==> src/rtl/hws_map.svh <==
/*
  Bus width, strap bit position and reset values of the sideband block.
  Assumes it is included by bare name from design files under rtl/.
*/
`ifndef HWS_MAP_SVH
`define HWS_MAP_SVH

// ROM address/data bus width and the strap bit sampled during reset
`define HWS_ROM_W          8
`define HWS_STRAP_SCLK_BIT 5

// Reset values
`define HWS_RST_FLAG       1'b0
`define HWS_RST_OE         1'b0
`define HWS_RST_LEVEL_HI   1'b1
`define HWS_RST_SCLK_GATE  1'b0

`endif

==> src/rtl/hws_pkg.sv <==
/*
  Types of the sideband block.
  Assumes nothing beyond a SystemVerilog compiler.
*/
package hws_pkg;

  // Direction of the hot-swap status pin, one-hot
  typedef enum logic [1:0] {
    HWS_PIN_SENSE = 2'h1,
    HWS_PIN_DRIVE = 2'h2
  } hws_pin_mode_t;

endpackage

==> src/rtl/hws_flag.sv <==
/*
  One sticky event flag: hardware sets, software clears, set wins.
  Assumes set and clear are synchronous to i_clk.
*/
`timescale 1ns/100ps
`default_nettype none
`include "hws_map.svh"

module hws_flag
  import hws_pkg::*;
(
  // Clock and reset
  input  wire logic i_clk,
  input  wire logic i_reset,
  input  wire logic i_ce,
  // Event and clear
  input  wire logic i_set,
  input  wire logic i_clr,
  // Flag
  output logic      o_flag
);

  logic flag_r;
  logic flag_nxt;

  always_comb begin
    flag_nxt = flag_r;
    if (i_ce) begin
      // An event in the clearing cycle is kept
      flag_nxt = i_set | (flag_r & ~i_clr);
    end
  end

  always_ff @(posedge i_clk or posedge i_reset) begin
    if (i_reset) begin
      flag_r <= `HWS_RST_FLAG;
    end else begin
      flag_r <= flag_nxt;
    end
  end

  assign o_flag = flag_r;
endmodule
`default_nettype wire

==> src/rtl/hws_sideband.sv <==
/*
  Hot-swap status pin, hot-swap event and wake-event open-drain outputs,
  status-edge interrupt request and the secondary clock output.
  Assumes all inputs synchronous to i_clk; open-drain lines pulled up
  outside; i_reset held for at least one i_clk edge.
*/
// Operation
// Primary signals sampled and launched on rising edge
// Secondary inputs sampled on a rising edge
// Secondary clock output runs at primary frequency
// Stop secondary clock by bit or strap
// Sensing status pin gives ejector switch state
// Driving status pin controls the LED
// Assert hot-swap event on insertion or removal
// Release hot-swap event when event bit cleared
// Assert wake only on low input, support, enable
// Release wake when status or enable clears
// Rising wake input edge may request interrupt A
// Event and wake outputs are open-drain
`timescale 1ns/100ps
`default_nettype none
`include "hws_map.svh"

module hws_sideband
  import hws_pkg::*;
(
  // Clock, reset, enable
  input  wire logic                 i_clk,
  input  wire logic                 i_reset,
  input  wire logic                 i_ce,
  // Strap bus, sampled during reset
  input  wire logic [`HWS_ROM_W-1:0] i_rom_address_data_bus,
  // Secondary clock control and output
  input  wire logic                 i_sclk_disable,
  output logic                      o_sec_clk,
  // Hot-swap status pin
  input  wire hws_pin_mode_t        i_hs_mode,
  input  wire logic                 i_hs_led_on,
  input  wire logic                 i_hs_stat,
  output logic                      o_hs_stat,
  output logic                      o_hs_stat_oe,
  output logic                      o_hs_ejector_open,
  // Hot-swap event
  input  wire logic                 i_enum_en,
  input  wire logic                 i_ins_clr,
  input  wire logic                 i_rem_clr,
  output logic                      o_ins_event,
  output logic                      o_rem_event,
  output logic                      o_enum,
  output logic                      o_enum_oe,
  // Wake event
  input  wire logic                 i_sec_wake_n,
  input  wire logic                 i_pm_state_ok,
  input  wire logic                 i_wake_en,
  input  wire logic                 i_wake_sts_clr,
  input  wire logic                 i_status_int_en,
  output logic                      o_wake_sts,
  output logic                      o_wake,
  output logic                      o_wake_oe,
  output logic                      o_status_int
);

  ////////////////////////////////////////////////////////////////////////
  // Input sampling and output registers

  logic stat_r;
  logic stat_prev_r;
  logic swake_r;
  logic swake_prev_r;
  logic stat_oe_r;
  logic led_r;
  logic enum_oe_r;
  logic wake_oe_r;
  logic int_r;
  logic stat_nxt;
  logic stat_prev_nxt;
  logic swake_nxt;
  logic swake_prev_nxt;
  logic stat_oe_nxt;
  logic led_nxt;
  logic enum_oe_nxt;
  logic wake_oe_nxt;
  logic int_nxt;
  logic ins_set;
  logic rem_set;
  logic ins_q;
  logic rem_q;
  logic wsts_q;
  logic sensing;

  assign sensing = (i_hs_mode == HWS_PIN_SENSE);
  // Pin high reads ejector open; never sampled while we still drive it
  assign ins_set = sensing & stat_prev_r & ~stat_r;
  assign rem_set = sensing & ~stat_prev_r & stat_r;

  always_comb begin
    stat_nxt       = stat_r;
    stat_prev_nxt  = stat_prev_r;
    swake_nxt      = swake_r;
    swake_prev_nxt = swake_prev_r;
    stat_oe_nxt    = stat_oe_r;
    led_nxt        = led_r;
    enum_oe_nxt    = enum_oe_r;
    wake_oe_nxt    = wake_oe_r;
    int_nxt        = int_r;
    if (i_ce) begin
      stat_nxt       = (sensing & ~stat_oe_r) ? i_hs_stat : stat_r;
      stat_prev_nxt  = stat_r;
      swake_nxt      = i_sec_wake_n;
      swake_prev_nxt = swake_r;
      stat_oe_nxt    = (i_hs_mode == HWS_PIN_DRIVE);
      led_nxt        = i_hs_led_on;
      enum_oe_nxt    = i_enum_en & (ins_q | rem_q);
      // Assert needs all four terms; hold needs status and enable
      wake_oe_nxt    = i_wake_en & wsts_q &
                       ((~swake_r & i_pm_state_ok) | wake_oe_r);
      int_nxt        = i_status_int_en & swake_r & ~swake_prev_r;
    end
  end

  always_ff @(posedge i_clk or posedge i_reset) begin
    if (i_reset) begin
      stat_r       <= `HWS_RST_LEVEL_HI;
      stat_prev_r  <= `HWS_RST_LEVEL_HI;
      swake_r      <= `HWS_RST_LEVEL_HI;
      swake_prev_r <= `HWS_RST_LEVEL_HI;
      stat_oe_r    <= `HWS_RST_OE;
      led_r        <= `HWS_RST_FLAG;
      enum_oe_r    <= `HWS_RST_OE;
      wake_oe_r    <= `HWS_RST_OE;
      int_r        <= `HWS_RST_FLAG;
    end else begin
      stat_r       <= stat_nxt;
      stat_prev_r  <= stat_prev_nxt;
      swake_r      <= swake_nxt;
      swake_prev_r <= swake_prev_nxt;
      stat_oe_r    <= stat_oe_nxt;
      led_r        <= led_nxt;
      enum_oe_r    <= enum_oe_nxt;
      wake_oe_r    <= wake_oe_nxt;
      int_r        <= int_nxt;
    end
  end

  ////////////////////////////////////////////////////////////////////////
  // Sticky event bits

  hws_flag u_ins (
    .i_clk   (i_clk),
    .i_reset (i_reset),
    .i_ce    (i_ce),
    .i_set   (ins_set),
    .i_clr   (i_ins_clr),
    .o_flag  (ins_q)
  );

  hws_flag u_rem (
    .i_clk   (i_clk),
    .i_reset (i_reset),
    .i_ce    (i_ce),
    .i_set   (rem_set),
    .i_clr   (i_rem_clr),
    .o_flag  (rem_q)
  );

  hws_flag u_wsts (
    .i_clk   (i_clk),
    .i_reset (i_reset),
    .i_ce    (i_ce),
    .i_set   (~swake_r),
    .i_clr   (i_wake_sts_clr),
    .o_flag  (wsts_q)
  );

  ////////////////////////////////////////////////////////////////////////
  // Secondary clock

  // Strap caught by a plain clocked flop while reset is high, so that
  // reset itself never loads a pin value
  logic strap_off_r;
  logic strap_off_nxt;
  logic sclk_req_r;
  logic sclk_req_nxt;
  logic sclk_gate_r;
  logic sclk_gate_nxt;

  always_comb begin
    strap_off_nxt = strap_off_r;
    if (i_reset) begin
      strap_off_nxt = ~i_rom_address_data_bus[`HWS_STRAP_SCLK_BIT];
    end
  end

  always_ff @(posedge i_clk) begin
    strap_off_r <= strap_off_nxt;
  end

  always_comb begin
    sclk_req_nxt  = sclk_req_r;
    sclk_gate_nxt = sclk_req_r;
    if (i_ce) begin
      sclk_req_nxt = ~i_sclk_disable & ~strap_off_r;
    end
  end

  always_ff @(posedge i_clk or posedge i_reset) begin
    if (i_reset) begin
      sclk_req_r <= `HWS_RST_SCLK_GATE;
    end else begin
      sclk_req_r <= sclk_req_nxt;
    end
  end

  // Copies a settled request while the clock is low: no glitch, no race
  always_ff @(negedge i_clk or posedge i_reset) begin
    if (i_reset) begin
      sclk_gate_r <= `HWS_RST_SCLK_GATE;
    end else begin
      sclk_gate_r <= sclk_gate_nxt;
    end
  end

  assign o_sec_clk = i_clk & sclk_gate_r;

  ////////////////////////////////////////////////////////////////////////
  // Outputs

  assign o_hs_stat         = led_r;
  assign o_hs_stat_oe      = stat_oe_r;
  assign o_hs_ejector_open = stat_r;
  assign o_ins_event       = ins_q;
  assign o_rem_event       = rem_q;
  assign o_enum            = 1'b0;
  assign o_enum_oe         = enum_oe_r;
  assign o_wake            = 1'b0;
  assign o_wake_oe         = wake_oe_r;
  assign o_wake_sts        = wsts_q;
  assign o_status_int      = int_r;
endmodule
`default_nettype wire

==> config.mk <==
export PLATFORM = sky130hd
export DESIGN_NAME = hws_sideband
export DESIGN_NICKNAME = d
export VERILOG_FILES = /design/src/rtl/hws_pkg.sv /design/src/rtl/hws_flag.sv /design/src/rtl/hws_sideband.sv
export VERILOG_INCLUDE_DIRS = /design/src /design/src/rtl
export SDC_FILE = /design/constraint.sdc
export NUM_CORES = 1
export LEC_CHECK = 0
export BUFFER_PORTS_ARGS = -buffer_cell sky130_fd_sc_hd__buf_2
export CORE_MARGIN = 2
export CORE_UTILIZATION = 42
export DETAILED_ROUTE_END_ITERATION = 6
export MAX_ROUTING_LAYER = met4
export PLACE_DENSITY = 0.85
export SETUP_SLACK_MARGIN = 0.02
export SYNTH_ARGS = -nofsm -noshare
export SYNTH_HDL_FRONTEND = slang
export SYNTH_SLANG_ARGS = --single-unit
==> constraint.sdc <==
create_clock -name i_clk -period 1.4 [get_ports i_clk]
set_clock_uncertainty 0.05 [all_clocks]
set_input_delay 0.21 -clock i_clk [delete_from_list [all_inputs] [get_ports i_clk]]
set_output_delay 0.21 -clock i_clk [all_outputs]
set_load 0.05 [all_outputs]
==> metrics, run 1 <==
outcome=finished, violations left; failing checks=setup timing; Die Area=1883 sq um; synth top area cells=dfrtp_1, dfstp_2, mux2_2; final net count=between 100 and 150; Hold Path Class=primary input to register; WL/cell=~12 um; Final Hold Vio Count=0; Detailed Routing Iterations Pass 1=4; worst hold path endpoint=o_hs_stat; Post-synth top cells=dfrtp_1, inv_1, nand2_1; Buf/Inv on CP=1; final setup fails=2; r2r setup slk=0.13 ns; CTS tree=built; P&R area growth vs syn=38.77%; final core utilization=61.48%; synthesized area=651.9 sq um; Synth area leader=dfrtp_1; Setup WS post-layout=-0.6510 ns; die height=43.40 um; crit path DAT=1.79 ns; Worst IR Drop VDD=1117 uV; Yosys reg bits=15; r2r startpoint=sclk_gate_nxt; Crit Path Class=register to output pin; Critical Path RT=1.14 ns; initial antenna violation count=0; Max-Cap Viols=0; placed cell count=95; Crit Path Max Fanout=1; Overall Power=1.300 mW; hold path depth=2; first-pass GRT wire length=2097 um; largest net degree at the start of global routing=22; final WL=1288 um; crit end category=output pin; ratio of cells with drive above 1 in the final layout=between 40% and 50%; sequential area share after synthesis=59.12%; HP Start=i_hs_led_on; gr usage total=between 10% and 20%; Reg2Reg Depth=0; Syn Inst Count=55; Power Density=1437 nW/um^2; Final ANT Viol Nets=0; CP max stage cell=dfrtn_1; Non-Filler Instances=108; top-count cell post-synth=dfrtp_1; core area=about 1500 sq um; Worst setup SP type=register; DRC Markers=0; Crit Reg-Reg Endpoint=sclk_gate_r; pre-CTS setup slack=-0.3034 ns; worst path cell trace=and2_4 -> buf_8; slowest cell delay on critical path=0.41 ns; EDFF count, synth=1; fin. max-slew vios=0; number of library cell types mapped by synthesis=22; top_reg_cell synth=dfrtp_1; RSZ-0062 raised after global routing=yes; Initial DRC Count=7; Row Count=14; routed vias/inst=5.056; chip width=43.40 um; Synth top area share=34.55%; ys async rst share=93.33%; vias post-DR=546; synthesized area per cell=11.85 sq um; Initial Util=44.30%; Port Buffers=26; Remaining Overflow, GRT=0; Worst-path clk slew=0.08 ns; Worst-Skew Late Latency=0.38 ns; Leak=0.4738 nW; final hold slack=0.005365 ns; yosys warns=0; num ports=36; number of global-route vias before repair=between 500 and 600; gpl congestion=0.7154; antenna cells=0; CP delay by family, top=flip-flops
metrics by stage:
stage | setup TNS, ns | instance area [sq um]
2_1_floorplan | -0.1430 | 658.1
3_3_place_gp | -0.2801 | 778.2
3_5_place_dp | -0.3034 | 778.2
4_1_cts | -0.6794 | 904.6
5_1_grt | -0.6929 | 904.6
6_report | -0.6510 | 904.6
area by class of cell:
| cell class | count | area, sq um |
|---|---|---|
| clock buffers | 8 | 63.81 |
| fillers | 127 | 566.8 |
| inverters | 8 | 30.03 |
| multi-input cells | 29 | 205.2 |
| flip-flops and latches | 15 | 385.4 |
| well taps | 16 | 20.02 |
| repair buffers | 32 | 200.2 |
report_power, final:
| group | switching [mW] | internal [mW] |
|---|---|---|
| logic | 0.203 | 0.117 |
| registers | 0.0336 | 0.506 |
| clock network | 0.200 | 0.240 |
| total | 0.437 | 0.863 |
layout by cell type, fill, tap and decap left out, types with 2 or more instances in the layout:
cell,count
nand2_1,7
o21ai_0,4
a32o_1,2
and3b_1,2
buf_2,24
dfstp_2,4
buf_4,2
inv_1,8
dfrtp_1,9
clkbuf_4,6
conb_1,2
dlygate4sd3_1,5
buf_8,2
mux2_2,3
routing by layer:
layer	global-route usage (%)	wire length (um)	up-vias
li1	-	-	253
met2	26.57	664	27
met3	8.750	107	6
met5	-	0	-
met4	9.091	27	0
met1	15.43	489	260
what timing repair did:
item	4_1_cts	5_1_grt
resized for setup	6	0
setup buffers	1	0
setup endpoints to repair	3	3
hold buffers	5	0
endpoints found under the hold margin	14	0
cell families (layout without fill, tap and decap cells):
| group | Yosys count | count (layout) | share of synthesized area, % |
|---|---|---|---|
| AO/OA/AOI/OAI | 10 | 10 | 10.94 |
| flip-flops | 15 | 15 | 59.12 |
| AND/OR/NAND/NOR | 13 | 13 | 11.52 |
| other | 1 | 2 | 0.5753 |
| multiplexers | 4 | 4 | 7.485 |
| buffers and inverters | 12 | 48 | 10.36 |
worst max-delay path by stage:
stage	start	cells past startpoint	to	slack, ns
after floorplan	sclk_gate_r	1	o_sec_clk	-0.14
after global placement	sclk_gate_r	2	o_sec_clk	-0.28
after detailed placement	sclk_gate_r	2	o_sec_clk	-0.30
after CTS	sclk_gate_r	2	o_sec_clk	-0.68
after global routing	sclk_gate_r	2	o_sec_clk	-0.69
final	sclk_gate_r	2	o_sec_clk	-0.65
state kept, by name, indices dropped and copies added, names as in the netlist:
name               cells
u_wsts.o_flag          1
u_ins.o_flag           1
stat_prev_r            1
o_hs_stat_oe           1
sclk_gate_nxt          1
o_status_int           1
o_hs_stat              1
swake_r                1
swake_prev_r           1
sclk_gate_r            1
u_rem.o_flag           1
o_wake_oe              1
o_hs_ejector_open      1
o_enum_oe              1
strap_off_r            1
Note: power is estimated with default switching activity, not from simulation.
==> inputs of run 2 (changes only) <==
REMOVE_ABC_BUFFERS = 1   (was unset)
==> run 2 against run 1 <==
Count of clock-buffer cells in the layout decreased by 1. Critical endpoint unchanged. The flow still finishes with violations (setup timing). Die area unchanged. Sequential share of layout area decreased by 0.52 points.
==> metrics, run 2 (same netlist as run 1, synthesis figures left out) <==
outcome=finished, violations left; failing checks=setup timing; Worst-path clk slew=0.09 ns; Leak=0.4807 nW; die height=43.40 um; gr usage total=17.27%; number of global-route vias before repair=557; Power Density=1428 nW/um^2; CTS tree=built; fin. max-slew vios=0; first-pass GRT wire length=between 2000 and 2500 um; Worst-Skew Late Latency=just under 0.4 ns; Non-Filler Instances=109; Critical Path RT=1.14 ns; fillers=approximately 140; Remaining Overflow, GRT=0; P&R area growth vs syn=40.50%; Setup WS post-layout=-0.6460 ns; Final ANT Viol Nets=0; Max-Cap Viols=0; crit end category=output pin; register area=385.4 sq um; slowest cell delay on critical path=0.40 ns; most common cell after layout, fill and taps aside=buf_2; Port Buffers=26; routed vias/inst=4.927; commonest cells after routing, fill and taps aside=buf_2, dfrtp_1, inv_1, nand2_1; final WL=1350 um; CP delay by family, top=flip-flops; core area=~1500 sq um; Final HPWL DP=about 870 um; final setup fails=2; DRC Markers=0; ratio of cells with drive above 1 in the final layout=47.31%; antenna cells=0; gpl congestion=0.7008; Initial DRC Count=8; Final Hold Vio Count=0; WL/cell=about 12 um; final net count=118; CP max stage cell=dfrtn_1; initial antenna violation count=0; TNS Setup=-0.6460 ns; pre-CTS setup slack=-0.2739 ns; Worst setup SP type=register; Detailed Routing Iterations Pass 1=4; Worst IR Drop VDD=between 800 and 900 uV; Buf/Inv on CP=1; Die Area=1883 sq um; Initial Util=between 40% and 50%; num ports=36; Hold Path Class=primary input to register; chip width=43.40 um; Crit Path Class=register to output pin; crit path DAT=approximately 1.8 ns; Row Count=14; placed cell count=95; worst path cell trace=and2_4 -> buf_8; Crit Path Max Fanout=1; largest net degree at the start of global routing=22; RSZ-0062 raised after global routing=yes; area of the multi-input gates=between 200 and 250 sq um; vias post-DR=537
-- run 2: cell types whose count changed in the layout (fill, tap and decap cells not counted), sizes merged --
cell,previous run,this run
clkinv,0,1
dlygate4sd3,5,6
clkbuf,7,6
-- run 2: worst min-delay path: stages --
cell and delay (ns):
buf_2 0.10, nand2_1 0.05, a2bb2oi_1 0.06
-- run 2: timing repair --
item                       in CTS  in global routing
hold buffers                    6                  0
hold endpoints to repair       15                  0
resized for setup               7                  0
buffers inserted                1                  0
setup endpoints to repair       3                  3
-- run 2: final cells by class --
class,instances,share of cell area [%]
sequential,15,42.08
clock buffer,7,6.557
tap,16,2.186
clock inverter,1,0.5464
timing repair buffer,33,22.95
multi-input combinational,29,22.40
inverter,8,3.279
-- run 2: worst paths after layout --
path                       slack, ns       endpoint           from  depth (start not counted)
max                            -0.65      o_sec_clk    sclk_gate_r                          2
min                             0.01      o_wake_oe      i_wake_en                          3
max reg2reg                     0.13    sclk_gate_r  sclk_gate_nxt                          0
min reg2reg                     0.45    stat_prev_r    stat_prev_r                          2
max in group asynchronous       0.43    sclk_gate_r        i_reset                          3
min in group asynchronous       0.34  sclk_gate_nxt        i_reset                          4
-- run 2: layer usage --
| metal | track usage (%) | up-vias | share of wire (%) |
|---|---|---|---|
| met2 | 27.16 | 30 | 50 |
| met5 | - | - | 0 |
| li1 | - | 258 | - |
| met4 | 11.52 | 0 | 2.1 |
| met3 | 7.500 | 5 | 5.9 |
| met1 | 17.21 | 244 | 42 |
-- run 2: where the power goes --
| part | internal [mW] | leakage, nW | switching (mW) |
|---|---|---|---|
| registers | 0.506 | 0.180 | 0.0330 |
| clock network | 0.236 | 0.0432 | 0.209 |
| logic | 0.119 | 0.257 | 0.205 |
| total | 0.861 | 0.481 | 0.447 |
-- run 2: metrics by stage --
stage / util [%] / hold slack (ns) / area, sq um / power, mW
2_1_floorplan: - / 0.04634 / 618.1 / 0.7862
3_3_place_gp: 52.72 / 0.2073 / 775.7 / 0.8683
3_5_place_dp: 52.72 / 0.2159 / 775.7 / 0.8776
4_1_cts: 62.24 / 0.008375 / 915.9 / 1.321
5_1_grt: 62.24 / 0.01298 / 915.9 / 1.375
6_report: 62.24 / 0.01366 / 915.9 / 1.308
==> inputs of run 3 (changes only) <==
CORE_MARGIN = unset   (was 2)
==> run 3 against run 2 <==
The flow still finishes with violations (setup timing). Sequential share of layout area shrank 0.34 points. Non-clock buffer count grew 1. Largest cell class unchanged. Sequential power about the same. Clock power is 1% higher. First-iteration DRC count increased by 63%. Critical path type unchanged. Combinational power barely moved.
==> metrics, run 3 (same netlist as run 1, synthesis figures left out) <==
outcome=finished, violations left; failing checks=setup timing; Port Buffers=26; Critical Path RT=1.14 ns; Switching Share=between 30% and 40%; CTS tree=built; number of global-route vias before repair=549; P&R area growth vs syn=41.65%; num ports=36; Crit Reg-Reg Endpoint=sclk_gate_r; r2r startpoint=sclk_gate_nxt; placed cell count=94; Reg2Reg Depth=0; Final ANT Viol Nets=0; Final HPWL DP=814.3 um; largest net degree at the start of global routing=22; Overall Power=~1.3 mW; gpl congestion=0.7077; TNS Setup=-0.6607 ns; gr usage total=between 20% and 30%; Row Count=13; Comb pwr share=24.8%; Worst IR Drop VDD=between 900 and 1000 uV; final hold slack=0.01749 ns; initial antenna violation count=0; Max-Cap Viols=0; most common cell after layout, fill and taps aside=buf_2; Final Hold Vio Count=0; worst hold path endpoint=o_enum_oe; ratio of cells with drive above 1 in the final layout=45.74%; Cell Int Power=between 0.8 and 0.9 mW; pre-CTS setup slack=-0.2611 ns; antenna cells=0; Worst-Skew Late Latency=0.39 ns; final WL=1383 um; RSZ-0062 raised after global routing=yes; Crit Path Class=register to output pin; routed vias/inst=4.890; Hold Path Class=primary input to register; Crit Path Max Fanout=1; crit end category=output pin; r2r setup slk=roughly 0.14 ns; Worst setup SP type=register; Initial DRC Count=13; commonest cells after routing, fill and taps aside=buf_2, dfrtp_1, inv_1, nand2_1, dlygate4sd3_1; Detailed Routing Iterations Pass 1=4; WL/cell=12.69 um; hold path depth=3; DRC Markers=0; Leak=0.4822 nW; net load switching power=0.4475 mW; Power Density=roughly 1400 nW/um^2; final net count=119; Worst Setup SP=sclk_gate_r; Remaining Overflow, GRT=0; die height=41.40 um; vias post-DR=between 500 and 600; Clock Power Share=34.1%; first-pass GRT wire length=2201 um; chip width=41.40 um; Initial Util=around 48%; HP Start=i_enum_en; Setup WS post-layout=-0.6607 ns; Die Area=1714 sq um; sequential share of power=41.1%; crit path DAT=1.80 ns; fin. max-slew vios=0; Non-Filler Instances=109; final setup fails=2; Worst-path clk slew=0.08 ns; core area=1366 sq um
==> run 3: worst max path at each step <==
stage / slack (ns) / to / cells past startpoint
3_3_place_gp: -0.26 / o_sec_clk / 2
6_report: -0.66 / o_sec_clk / 2
4_1_cts: -0.64 / o_sec_clk / 2
2_1_floorplan: -0.33 / o_sec_clk / 1
3_5_place_dp: -0.26 / o_sec_clk / 2
5_1_grt: -0.70 / o_sec_clk / 2
==> run 3: layout make-up <==
class	instances	area [sq um]
fill	106	442.9
sequential	15	385.4
timing repair buffer	34	220.2
multi-input combinational	29	205.2
clock buffer	8	63.81
inverter	8	30.03
tap	15	18.77
==> run 3: power groups by stage <==
stage	Combinational (mW)	Clock [mW]	Sequential [mW]
5_1_grt	0.348	0.499	0.549
6_report	0.326	0.449	0.540
4_1_cts	0.323	0.459	0.540
3_3_place_gp	0.276	0.0461	0.546
2_1_floorplan	0.0824	0.0390	0.665
3_5_place_dp	0.281	0.0461	0.549
==> run 3: layer usage <==
layer  part of all wire, %  global-route usage [%]  up-vias
met2                    46                   32.42       28
met4                   6.3                   30.65        0
met5                     0                       -        -
met1                    40                   20.62      238
met3                   7.1                   13.83       10
li1                      -                       -      257
==> run 3: through the flow <==
| step | cell area (sq um) | util, % |
|---|---|---|
| 3_5_place_dp | 774.5 | 56.68 |
| 2_1_floorplan | 618.1 | - |
| 6_report | 923.4 | 67.58 |
| 5_1_grt | 923.4 | 67.58 |
| 4_1_cts | 913.4 | 66.85 |
| 3_3_place_gp | 774.5 | 56.68 |
==> run 3: worst max-delay path, cell delays in order (launching register included) <==
cell and delay, ns:
dfrtn_1 0.40, and2_4 0.15, buf_8 0.14
==> run 3: timing repair <==
action / CTS / global route
endpoints found under the hold margin: 15 / 1
setup endpoints to repair: 3 / 3
buffers inserted: 1 / 0
hold buffers: 6 / 1
resized for setup: 7 / 0
